<file path="config.mk">
export PLATFORM = sky130hd
export DESIGN_NAME = lchs_sequencer
export DESIGN_NICKNAME = d
export VERILOG_FILES = /design/src/lchs_pkg.sv /design/src/lchs_sequencer.sv
export VERILOG_INCLUDE_DIRS = /design/src
export SDC_FILE = /design/constraint.sdc
export NUM_CORES = 2
export LEC_CHECK = 0
export BUFFER_PORTS_ARGS = -buffer_cell sky130_fd_sc_hd__buf_2
export CAP_MARGIN = 15
export CORE_MARGIN = 2
export CORE_UTILIZATION = 25
export DETAILED_ROUTE_END_ITERATION = 8
export HOLD_SLACK_MARGIN = 0.05
export PLACE_DENSITY_LB_ADDON = 0.2
export SLEW_MARGIN = 10
export SYNTH_ARGS = -nofsm -noshare
export SYNTH_HDL_FRONTEND = slang
export SYNTH_SLANG_ARGS = --single-unit
</file>
<file path="constraint.sdc">
create_clock -name clk_i -period 143.9 [get_ports clk_i]
set_input_delay 7.195 -clock clk_i [delete_from_list [all_inputs] [get_ports clk_i]]
set_output_delay 7.195 -clock clk_i [all_outputs]
set_load 0.1 [all_outputs]
</file>
<file path="src/lchs_params.svh">
`ifndef LCHS_PARAMS_SVH
`define LCHS_PARAMS_SVH

// Register byte offsets
`define LCHS_CTRL_OFS      8'h00
`define LCHS_E1_LIM_OFS    8'h04
`define LCHS_E2_LIM_OFS    8'h08
`define LCHS_ARRIVAL_OFS   8'h0C
`define LCHS_ANALOG_OFS    8'h10
`define LCHS_STATUS_OFS    8'h14
`define LCHS_VALUE_OFS     8'h18

// Control register fields
`define LCHS_CTRL_MODE_LO  0
`define LCHS_CTRL_MODE_HI  1
`define LCHS_CTRL_CZD      2
`define LCHS_CTRL_ARR_EN   3
`define LCHS_CTRL_EDIT     4
`define LCHS_CTRL_CHECK    5
`define LCHS_CTRL_CHK_SEL  6
`define LCHS_CTRL_W        7
`define LCHS_CTRL_RST      7'h00

// Mode codes of the point-hold mode setting
`define LCHS_MODE_OFF      2'h0
`define LCHS_MODE_TWO      2'h1
`define LCHS_MODE_ONE      2'h2

// Reset values of limits and scaling
`define LCHS_LIM_RST       32'h03E8_01F4
`define LCHS_ARRIVAL_RST   16'h03E8
`define LCHS_ANALOG_RST    32'h2710_0000

// Analog levels in millivolts
`define LCHS_AO_FULL_MV    32'sd10000
`define LCHS_AO_OVER_MV    16'h2AF8
`define LCHS_AO_ZERO_MV    16'h0000

// Power-on timing
`define LCHS_STARTUP_S     3
`define LCHS_CLK_HZ        20000000

`endif

</file>
<file path="src/lchs_pkg.sv">
`default_nettype none
package lchs_pkg;

   typedef enum logic [1:0] {
      LCHS_RES_NONE,
      LCHS_RES_ABOVE,
      LCHS_RES_PASS,
      LCHS_RES_BELOW
   } lchs_result_t;

   typedef enum logic [1:0] {
      LCHS_SQ_IDLE,
      LCHS_SQ_FIRST_DONE,
      LCHS_SQ_HELD
   } lchs_seq_t;

endpackage : lchs_pkg
`default_nettype wire

</file>
<file path="src/lchs_sequencer.sv">
// What this block does
// - A clear erases the peak, turns comparison outputs off, optionally zeroes the display.
// - Clear acts once, on the high-to-low edge of the clear terminal only.
// - Arrival mode: above terminal shows above or below, pass kept, below becomes arrival.
// - Arrival mode: arrival flag and lamp are on when the displayed value reaches the arrival value.
// - Point-hold sequencing runs only in one-point or two-point mode.
// - Mode setting encodes off, two-point setting and one-point setting.
// - Above if value exceeds upper limit, pass if within inclusive, below if under lower.
// - A clear releases the held result and the held measured value.
// - Compare on a strobe falling edge, the first strobe in two-point mode only, showing strobe number and its limits.
// - After the second-strobe compare, freeze value and result, ignore strobes until clear.
// - Peak mode: first compare uses peak since clear, then measured values restart.
// - Peak input going high during first compare returns the display to the live reading.
// - Two-point: first pass only on lamps; above or below also on terminals, held.
// - Two-point: second result reaches the terminals when the first was above or below.
// - Clear during a sequence releases result, shows selected pattern, dashes the limits.
// - One-point: second-strobe result drives the terminals directly.
// - Check view shows stored results on lamps only; dashes if none; clear erases them.
// - Analog output is 10 V at the top value and 0 V at the bottom value.
// - Top and bottom accepted from -9999 to 9999 in either order.
// - Beyond top or positive over-range gives about 11 V; negative over-range gives 0 V.
// - Analog output is 0 V while settings are being edited.
// - Power-on lights all indicators, output 0 V, operable after about 3 seconds.
`include "lchs_params.svh"
`default_nettype none
module lchs_sequencer #(
   parameter int unsigned STARTUP_CYCLES = `LCHS_STARTUP_S * `LCHS_CLK_HZ,
   parameter int unsigned VALUE_W        = 16
) (
   // Clock and reset
   input  wire logic                      clk_i,
   input  wire logic                      reset_n_i,
   // APB slave
   input  wire logic                      psel_i,
   input  wire logic                      penable_i,
   input  wire logic                      pwrite_i,
   input  wire logic [7:0]                paddr_i,
   input  wire logic [31:0]               pwdata_i,
   output logic      [31:0]               prdata_o,
   output logic                           pready_o,
   output logic                           pslverr_o,
   // Contact inputs, low active
   input  wire logic                      clear_terminal_n_i,
   input  wire logic                      peak_hold_input_n_i,
   input  wire logic                      first_compare_strobe_n_i,
   input  wire logic                      second_compare_strobe_n_i,
   // Measurement
   input  wire logic signed [VALUE_W-1:0] measured_i,
   input  wire logic                      over_pos_i,
   input  wire logic                      over_neg_i,
   // Comparison terminals
   output logic                           term_above_o,
   output logic                           term_pass_o,
   output logic                           term_below_o,
   // Monitor lamps and displays
   output logic                           lamp_above_o,
   output logic                           lamp_pass_o,
   output logic                           lamp_below_o,
   output logic                           arrival_lamp_o,
   output logic                           all_lamps_o,
   output logic      [1:0]                pattern_disp_o,
   output logic                           limit_dashes_o,
   output logic                           main_dashes_o,
   output logic signed [VALUE_W-1:0]      disp_value_o,
   output logic signed [VALUE_W-1:0]      limit_hi_disp_o,
   output logic signed [VALUE_W-1:0]      limit_lo_disp_o,
   // Analog output level in millivolts, and operable flag
   output logic      [15:0]               analog_mv_o,
   output logic                           ready_o
);

   typedef logic signed [VALUE_W-1:0] lchs_val_t;

   // Register file
   logic [`LCHS_CTRL_W-1:0] ctrl_q, ctrl_d;
   logic [31:0]             e1_lim_q, e1_lim_d, e2_lim_q, e2_lim_d, analog_q, analog_d;
   logic [15:0]             arrival_q, arrival_d;
   logic [31:0]             prdata_d;
   logic                    addr_ok;

   // Sequencer state
   lchs_pkg::lchs_seq_t     seq_q, seq_d;
   lchs_pkg::lchs_result_t res1_q, res1_d, res2_q, res2_d, term_q, term_d, lamp_q, lamp_d;
   lchs_val_t               peak_q, peak_d, held_q, held_d, meas1_q, meas1_d;
   logic [1:0]              pat_q, pat_d;
   logic                    zero_q, zero_d;
   logic                    clr_prev_q, e1_prev_q, e2_prev_q;
   logic [31:0]             boot_q, boot_d;
   logic [15:0]             ao_q, ao_d;

   logic [1:0]              mode;
   logic                    hold_on, peak_on, clr_fall, e1_fall, e2_fall, ready, arrival;
   lchs_val_t               cmp_val, live_val, disp_val;
   lchs_pkg::lchs_result_t  res_now, chk_res, out_res;

   function automatic lchs_pkg::lchs_result_t compare(input lchs_val_t v, input logic [31:0] lim);
      lchs_val_t hi;
      lchs_val_t lo;
      hi = lim[31:16];
      lo = lim[15:0];
      if (v > hi) begin
         compare = lchs_pkg::LCHS_RES_ABOVE;
      end else if (v < lo) begin
         compare = lchs_pkg::LCHS_RES_BELOW;
      end else begin
         compare = lchs_pkg::LCHS_RES_PASS;
      end
   endfunction : compare

   // APB slave, zero wait state, read data loaded in the setup cycle
   always_comb begin
      ctrl_d    = ctrl_q;
      e1_lim_d  = e1_lim_q;
      e2_lim_d  = e2_lim_q;
      arrival_d = arrival_q;
      analog_d  = analog_q;
      prdata_d  = prdata_o;
      addr_ok   = 1'b1;
      if (paddr_i == `LCHS_CTRL_OFS) begin
         prdata_d = {25'h0, ctrl_q};
         if (psel_i && penable_i && pwrite_i) ctrl_d = pwdata_i[`LCHS_CTRL_W-1:0];
      end else if (paddr_i == `LCHS_E1_LIM_OFS) begin
         prdata_d = e1_lim_q;
         if (psel_i && penable_i && pwrite_i) e1_lim_d = pwdata_i;
      end else if (paddr_i == `LCHS_E2_LIM_OFS) begin
         prdata_d = e2_lim_q;
         if (psel_i && penable_i && pwrite_i) e2_lim_d = pwdata_i;
      end else if (paddr_i == `LCHS_ARRIVAL_OFS) begin
         prdata_d = {16'h0, arrival_q};
         if (psel_i && penable_i && pwrite_i) arrival_d = pwdata_i[15:0];
      end else if (paddr_i == `LCHS_ANALOG_OFS) begin
         prdata_d = analog_q;
         if (psel_i && penable_i && pwrite_i) analog_d = pwdata_i;
      end else if (paddr_i == `LCHS_STATUS_OFS) begin
         prdata_d = {22'h0, ready, zero_q, seq_q, term_q, res2_q, res1_q};
      end else if (paddr_i == `LCHS_VALUE_OFS) begin
         prdata_d = {{(32-VALUE_W){disp_val[VALUE_W-1]}}, disp_val};
      end else begin
         prdata_d = 32'h0000_0000;
         addr_ok  = 1'b0;
      end
      if (!(psel_i && !penable_i)) prdata_d = prdata_o;
   end

   assign pready_o  = psel_i & penable_i;
   assign pslverr_o = psel_i & penable_i & ~addr_ok;

   always_ff @(posedge clk_i or negedge reset_n_i) begin
      if (!reset_n_i) begin
         ctrl_q    <= `LCHS_CTRL_RST;
         e1_lim_q  <= `LCHS_LIM_RST;
         e2_lim_q  <= `LCHS_LIM_RST;
         arrival_q <= `LCHS_ARRIVAL_RST;
         analog_q  <= `LCHS_ANALOG_RST;
         prdata_o  <= 32'h0000_0000;
      end else begin
         ctrl_q    <= ctrl_d;
         e1_lim_q  <= e1_lim_d;
         e2_lim_q  <= e2_lim_d;
         arrival_q <= arrival_d;
         analog_q  <= analog_d;
         prdata_o  <= prdata_d;
      end
   end

   // Input edges and shared terms
   assign mode     = ctrl_q[`LCHS_CTRL_MODE_HI:`LCHS_CTRL_MODE_LO];
   assign hold_on  = (mode == `LCHS_MODE_TWO) || (mode == `LCHS_MODE_ONE);
   assign peak_on  = ~peak_hold_input_n_i;
   assign ready    = (boot_q >= STARTUP_CYCLES);
   assign clr_fall = ready & clr_prev_q & ~clear_terminal_n_i;
   assign e1_fall  = ready & e1_prev_q & ~first_compare_strobe_n_i;
   assign e2_fall  = ready & e2_prev_q & ~second_compare_strobe_n_i;
   assign live_val = measured_i;
   assign cmp_val  = (peak_on && peak_q > live_val) ? peak_q : live_val;

   // Sequencer next state
   always_comb begin
      seq_d   = seq_q;
      res1_d  = res1_q;
      res2_d  = res2_q;
      term_d  = term_q;
      lamp_d  = lamp_q;
      held_d  = held_q;
      meas1_d = meas1_q;
      pat_d   = pat_q;
      zero_d  = zero_q;
      boot_d  = ready ? boot_q : boot_q + 32'h1;
      res_now = lchs_pkg::LCHS_RES_NONE;
      peak_d  = (peak_on && live_val > peak_q) ? live_val : peak_q;
      if (clr_fall) begin
         peak_d  = live_val;
         term_d  = lchs_pkg::LCHS_RES_NONE;
         lamp_d  = lchs_pkg::LCHS_RES_NONE;
         res1_d  = lchs_pkg::LCHS_RES_NONE;
         res2_d  = lchs_pkg::LCHS_RES_NONE;
         seq_d   = lchs_pkg::LCHS_SQ_IDLE;
         pat_d   = 2'h0;
         zero_d  = ctrl_q[`LCHS_CTRL_CZD];
      end else if (hold_on && seq_q != lchs_pkg::LCHS_SQ_HELD) begin
         if (e2_fall) begin
            res_now = compare(cmp_val, e2_lim_q);
            res2_d  = res_now;
            lamp_d  = res_now;
            held_d  = cmp_val;
            pat_d   = 2'h2;
            zero_d  = 1'b0;
            seq_d   = lchs_pkg::LCHS_SQ_HELD;
            if (mode == `LCHS_MODE_ONE) begin
               term_d = res_now;
            end else if (res1_q == lchs_pkg::LCHS_RES_ABOVE ||
                         res1_q == lchs_pkg::LCHS_RES_BELOW) begin
               term_d = res_now;
            end else begin
               term_d = lchs_pkg::LCHS_RES_NONE;
            end
         end else if (e1_fall && mode == `LCHS_MODE_TWO &&
                      seq_q == lchs_pkg::LCHS_SQ_IDLE) begin
            res_now = compare(cmp_val, e1_lim_q);
            res1_d  = res_now;
            lamp_d  = res_now;
            meas1_d = cmp_val;
            pat_d   = 2'h1;
            zero_d  = 1'b0;
            peak_d  = live_val;
            seq_d   = lchs_pkg::LCHS_SQ_FIRST_DONE;
            if (res_now != lchs_pkg::LCHS_RES_PASS) term_d = res_now;
         end
      end
   end

   always_ff @(posedge clk_i or negedge reset_n_i) begin
      if (!reset_n_i) begin
         seq_q      <= lchs_pkg::LCHS_SQ_IDLE;
         res1_q     <= lchs_pkg::LCHS_RES_NONE;
         res2_q     <= lchs_pkg::LCHS_RES_NONE;
         term_q     <= lchs_pkg::LCHS_RES_NONE;
         lamp_q     <= lchs_pkg::LCHS_RES_NONE;
         peak_q     <= '0;
         held_q     <= '0;
         meas1_q    <= '0;
         pat_q      <= 2'h0;
         zero_q     <= 1'b0;
         boot_q     <= 32'h0000_0000;
         clr_prev_q <= 1'b1;
         e1_prev_q  <= 1'b1;
         e2_prev_q  <= 1'b1;
      end else begin
         seq_q      <= seq_d;
         res1_q     <= res1_d;
         res2_q     <= res2_d;
         term_q     <= term_d;
         lamp_q     <= lamp_d;
         peak_q     <= peak_d;
         held_q     <= held_d;
         meas1_q    <= meas1_d;
         pat_q      <= pat_d;
         zero_q     <= zero_d;
         boot_q     <= boot_d;
         clr_prev_q <= clear_terminal_n_i;
         e1_prev_q  <= first_compare_strobe_n_i;
         e2_prev_q  <= second_compare_strobe_n_i;
      end
   end

   // Display selection and output mapping
   always_comb begin
      if (seq_q == lchs_pkg::LCHS_SQ_HELD) begin
         disp_val = held_q;
      end else if (zero_q) begin
         disp_val = '0;
      end else if (peak_on) begin
         disp_val = cmp_val;
      end else begin
         disp_val = live_val;
      end
      chk_res = ctrl_q[`LCHS_CTRL_CHK_SEL] ? res2_q : res1_q;
      out_res = ctrl_q[`LCHS_CTRL_CHECK] ? chk_res : lamp_q;
   end

   assign arrival = ctrl_q[`LCHS_CTRL_ARR_EN] && (disp_val >= $signed(arrival_q));

   // Analog scaling
   always_comb begin
      logic signed [31:0] num;
      logic signed [31:0] den;
      logic signed [31:0] lvl;
      num  = 32'(disp_val - $signed(analog_q[15:0])) * `LCHS_AO_FULL_MV;
      den  = 32'($signed(analog_q[31:16])) - 32'($signed(analog_q[15:0]));
      lvl  = (den == 32'sd0) ? 32'sd0 : num / den;
      ao_d = 16'(lvl);
      if (!ready || ctrl_q[`LCHS_CTRL_EDIT] || over_neg_i) begin
         ao_d = `LCHS_AO_ZERO_MV;
      end else if (over_pos_i || lvl > `LCHS_AO_FULL_MV) begin
         ao_d = `LCHS_AO_OVER_MV;
      end else if (lvl < 32'sd0) begin
         ao_d = `LCHS_AO_ZERO_MV;
      end
   end

   always_ff @(posedge clk_i or negedge reset_n_i) begin
      if (!reset_n_i) begin
         ao_q <= `LCHS_AO_ZERO_MV;
      end else begin
         ao_q <= ao_d;
      end
   end

   // Terminal outputs, remapped when arrival mode is on
   always_comb begin
      if (ctrl_q[`LCHS_CTRL_ARR_EN]) begin
         term_above_o = (term_q == lchs_pkg::LCHS_RES_ABOVE) ||
                        (term_q == lchs_pkg::LCHS_RES_BELOW);
         term_below_o = arrival;
      end else begin
         term_above_o = (term_q == lchs_pkg::LCHS_RES_ABOVE);
         term_below_o = (term_q == lchs_pkg::LCHS_RES_BELOW);
      end
      term_pass_o = (term_q == lchs_pkg::LCHS_RES_PASS);
   end

   assign all_lamps_o     = ~ready;
   assign lamp_above_o    = ~ready | (out_res == lchs_pkg::LCHS_RES_ABOVE);
   assign lamp_pass_o     = ~ready | (out_res == lchs_pkg::LCHS_RES_PASS);
   assign lamp_below_o    = ~ready | (out_res == lchs_pkg::LCHS_RES_BELOW);
   assign arrival_lamp_o  = ~ready | arrival;
   assign pattern_disp_o  = pat_q;
   assign limit_dashes_o  = (pat_q == 2'h0);
   assign main_dashes_o   = ctrl_q[`LCHS_CTRL_CHECK] &&
                            (chk_res == lchs_pkg::LCHS_RES_NONE);
   assign disp_value_o    = (ctrl_q[`LCHS_CTRL_CHECK] && ctrl_q[`LCHS_CTRL_CHK_SEL]) ? held_q :
                            ctrl_q[`LCHS_CTRL_CHECK] ? meas1_q : disp_val;
   assign limit_hi_disp_o = (pat_q == 2'h2) ? e2_lim_q[31:16] : e1_lim_q[31:16];
   assign limit_lo_disp_o = (pat_q == 2'h2) ? e2_lim_q[15:0] : e1_lim_q[15:0];
   assign analog_mv_o     = ao_q;
   assign ready_o         = ready;

endmodule : lchs_sequencer
`default_nettype wire

</file>
==> results.md <==
- Clk Latency, worst-skew pair: between 0.6 and 0.7 ns
- CP Capture Type: flop
- Clock Skew: 0.0224 ns
- Min-delay src: boot_q[29]
- Routability cong.: ~0.95
- Final Hold Fails: 0
- Slowest cell on crit path: o31ai_1
- Area Growth Syn to Fin: 11.8%
- Min-Delay Path Class: flop to flop
- Final min period: around 130 ns
- Vias in the first global route: 54,100
- Post-synthesis mux area share: around 6.5%
- Sequential area share after synthesis: a little under an eighth
- Die area: 227,000 sq um
- Chip Height: 477 microns
- Buffer depth of the longest clock path: 3
- Period utilization: ~92%
- Ys Warns: 0
- Site row count: around 170
- M3 GR Usage: 2.41%
- XOR/XNOR share of the synthesized area: under 10%
- Crit Path Class: primary input to flop
- CTS clk-pin slew, worst paths: approximately 0.06 ns
- DR pass1 iterations: 8
- R2R setup slack: roughly 18 ns
- GR peak layer: met2
- Grt met2 use: 29.9%
- Critical Path RT: around 140 ns
- Total wire length: 223,000 microns
- First-pass GRT wire length: 337,000 microns
- Commonest cells after routing, fill and taps aside: ha_1 (748), nor2_1 (655), nand2_1 (602)
- DR iter-0 viols: ~4,400
- Die W: 477 microns
- Delay-heaviest family, CP: compound AO/OA/AOI/OAI gates
- Worst r2r path cells: 651
- GRT Residual Overflow: 0
- Commonest non-fill, non-tap cell in the layout: ha_1
- Crit path from: measured_i[1]
- Worst path max stage delay: around 0.9 ns
- Max Slew Vio Count: 0
- Mapped cell area: approximately 56,000 sq um
- Gate count after technology mapping: 7,542
- Top cells by area, synth: ha_1 (17%), dfrtp_1 (10%), xnor2_1 (5.9%)
- Routed Antenna Nets: 0
- Root Driver: clkbuf_16
- RSZ-0062 raised after global routing: false
- Placed instance area: 61,100 sq um
- CP max FO: 39
- Fraction of registers with async set or reset after synthesis: 100%
- DRC viols: 0
- Crit path depth: 651
- FMAX: roughly 0.0076 GHz
- Max-Slew Margin vs Limit: around 18%
- Worst Tran Pin Value: about 1.2 ns
- Yosys top cell by area: ha_1
- H-Tree Depth: 1
- CP startpoint kind: primary input
- Vias per inst: 5.29
- Max Cap Violations: 0
- Compound-Gate Fraction of Synth Area: a little over a quarter
- Starting density of the core: ~25%
- Clock Sinks: 261
- Setup violations, final: 0
- Overall global routing resource usage: a little under a fifth
- M1 GR Usage: about a quarter
- Layout cell share with drive strength beyond 1: between 10% and 20%
- Largest family of logic cells by synthesized area: compound AO/OA/AOI/OAI gates
- # fillers: around 24,000
- Synth Area in Adders: between 10% and 20%
- Avg Cell Area, Syn: 7.41 sq um
- Vias: approximately 57,000
- Setup TNS: 0 ns
- Synth Flop Type: dfrtp_1
- Final nets: approximately 8,600
- Number of synthesized flops with an enable pin: 0
- Status: finished, final reports clean
- CP bufs+invs: 31
- Port Buf Inserts: between 150 and 200
- Reg2reg start: peak_q[1]
- CP arrival: about 130 ns
- Critical path capture point: analog_mv_o[6]
- CTS tree: done
- Pin count of the biggest net entering global routing: 96
- Distinct cells, synth: 130
- Core region area: 222,000 sq um
- Post-DP HPWL: 179,000 microns
- Yosys top cell area share: between 10% and 20%
- Simple-gate share of the synthesized area: ~22%
- Synth Register Bits: 261
- Finished Cell Area: roughly 62,000 sq um
- R2R Path End: analog_mv_o[6]
- Cts bufs inserted: 31
- Most Frequent Cell on Critical Path: o21a_1
- Quantity of hold-fixing buffers added after cts: 0
- Number of top-level pins: 178
- Wire per inst: approximately 21 microns
- Initial antenna violation count: 8
[metrics by stage]
step / util [%] / setup WS (ns) / hold WS, ns / std cells
floorplan: - / 20.59 / 0.421 / 7662
global placement: 27.5 / 10.40 / 0.358 / 10700
detailed placement: 27.5 / 8.58 / 0.362 / 10700
CTS: 28.0 / 8.79 / 0.377 / 10700
global route: 28.1 / 0.0837 / 0.385 / 10700
finish: 28.1 / 12.12 / 0.371 / 10700
[sequential cells by signal (all words and copies together) (netlist names)]
signal	cells
e1_lim_q	32
lamp_q	2
held_q	16
pattern_disp_o	2
e2_lim_q	32
analog_mv_o	16
e2_prev_q	1
analog_q	32
prdata_o	32
peak_q	16
clr_prev_q	1
res2_q	2
e1_prev_q	1
term_q	2
boot_q	32
res1_q	2
ctrl_q	7
meas1_q	16
arrival_q	16
zero_q	1
[routing by layer]
metal | up-vias | wire (microns)
li1 | 27900 | -
met1 | 27200 | 108000
met2 | 1483 | 96900
met3 | 230 | 12300
met4 | 10 | 6150
met5 | - | 57
[kinds of logic after synthesis]
family	count (synthesis)
and+or+nand+nor	2526
AOI/OAI and AO/OA	2335
adders and majority gates	801
buffers and inverters	750
xor gates and xnor gates	534
muxes	333
DFF	261
other	2
[worst min path at each step]
stage / endpoint / slack [ns] / cells past startpoint
5_1_grt: boot_q[31] / 0.38 / 0
2_1_floorplan: boot_q[27] / 0.42 / 1
4_1_cts: boot_q[26] / 0.38 / 0
3_5_place_dp: boot_q[26] / 0.36 / 0
3_3_place_gp: boot_q[27] / 0.36 / 0
6_report: boot_q[29] / 0.37 / 0
[synthesized netlist by cell type (all sizes together) (60+ instances only)]
master    n
ha      749
nor2    660
nand2   606
a21oi   592
o21ai   559
inv     484
xnor2   379
a21o    249
nor3    245
mux2    228
dfrtp   223
clkbuf  217
o21a    181
nand3   169
nand2b  157
xor2    155
nand4   140
o31ai   126
mux2i   105
and2     98
a31oi    90
nor2b    84
o21bai   82
and3     75
or3      68
nor4     60
[repair_timing]
| action | CTS | global route |
|---|---|---|
| setup endpoints to repair | 0 | 14 |
| setup buffers | 0 | 7 |
| resized for setup | 0 | 32 |
[worst register-to-register path: cells and delay by family, from the launching register on]
family,cells,cell delay [ns]
AO/OA/AOI/OAI,378,69.69
AND/OR/NAND/NOR,186,30.98
adder cells (fa/ha/maj),39,13.00
buffers and inverters,31,6.24
multiplexers,9,2.80
XOR/XNOR,8,2.28
flip-flops,1,0.37
[cell type report]
class,count,area (sq um),share of cell area [%]
diodes,3,7.51,0.0120
clock buffers,36,835,1.34
clock inverters,21,313,0.501
inverters,491,1850,2.97
multi-input cells,6651,47300,75.8
flip-flops and latches,261,6580,10.5
well taps,2975,3720,5.96
repair buffers,301,1830,2.92
repair inverters,1,5.00,0.00801
Power is left out: the tool's default activity adds up to more than one toggle a clock period on the data nets, which glitch-free logic cannot reach.
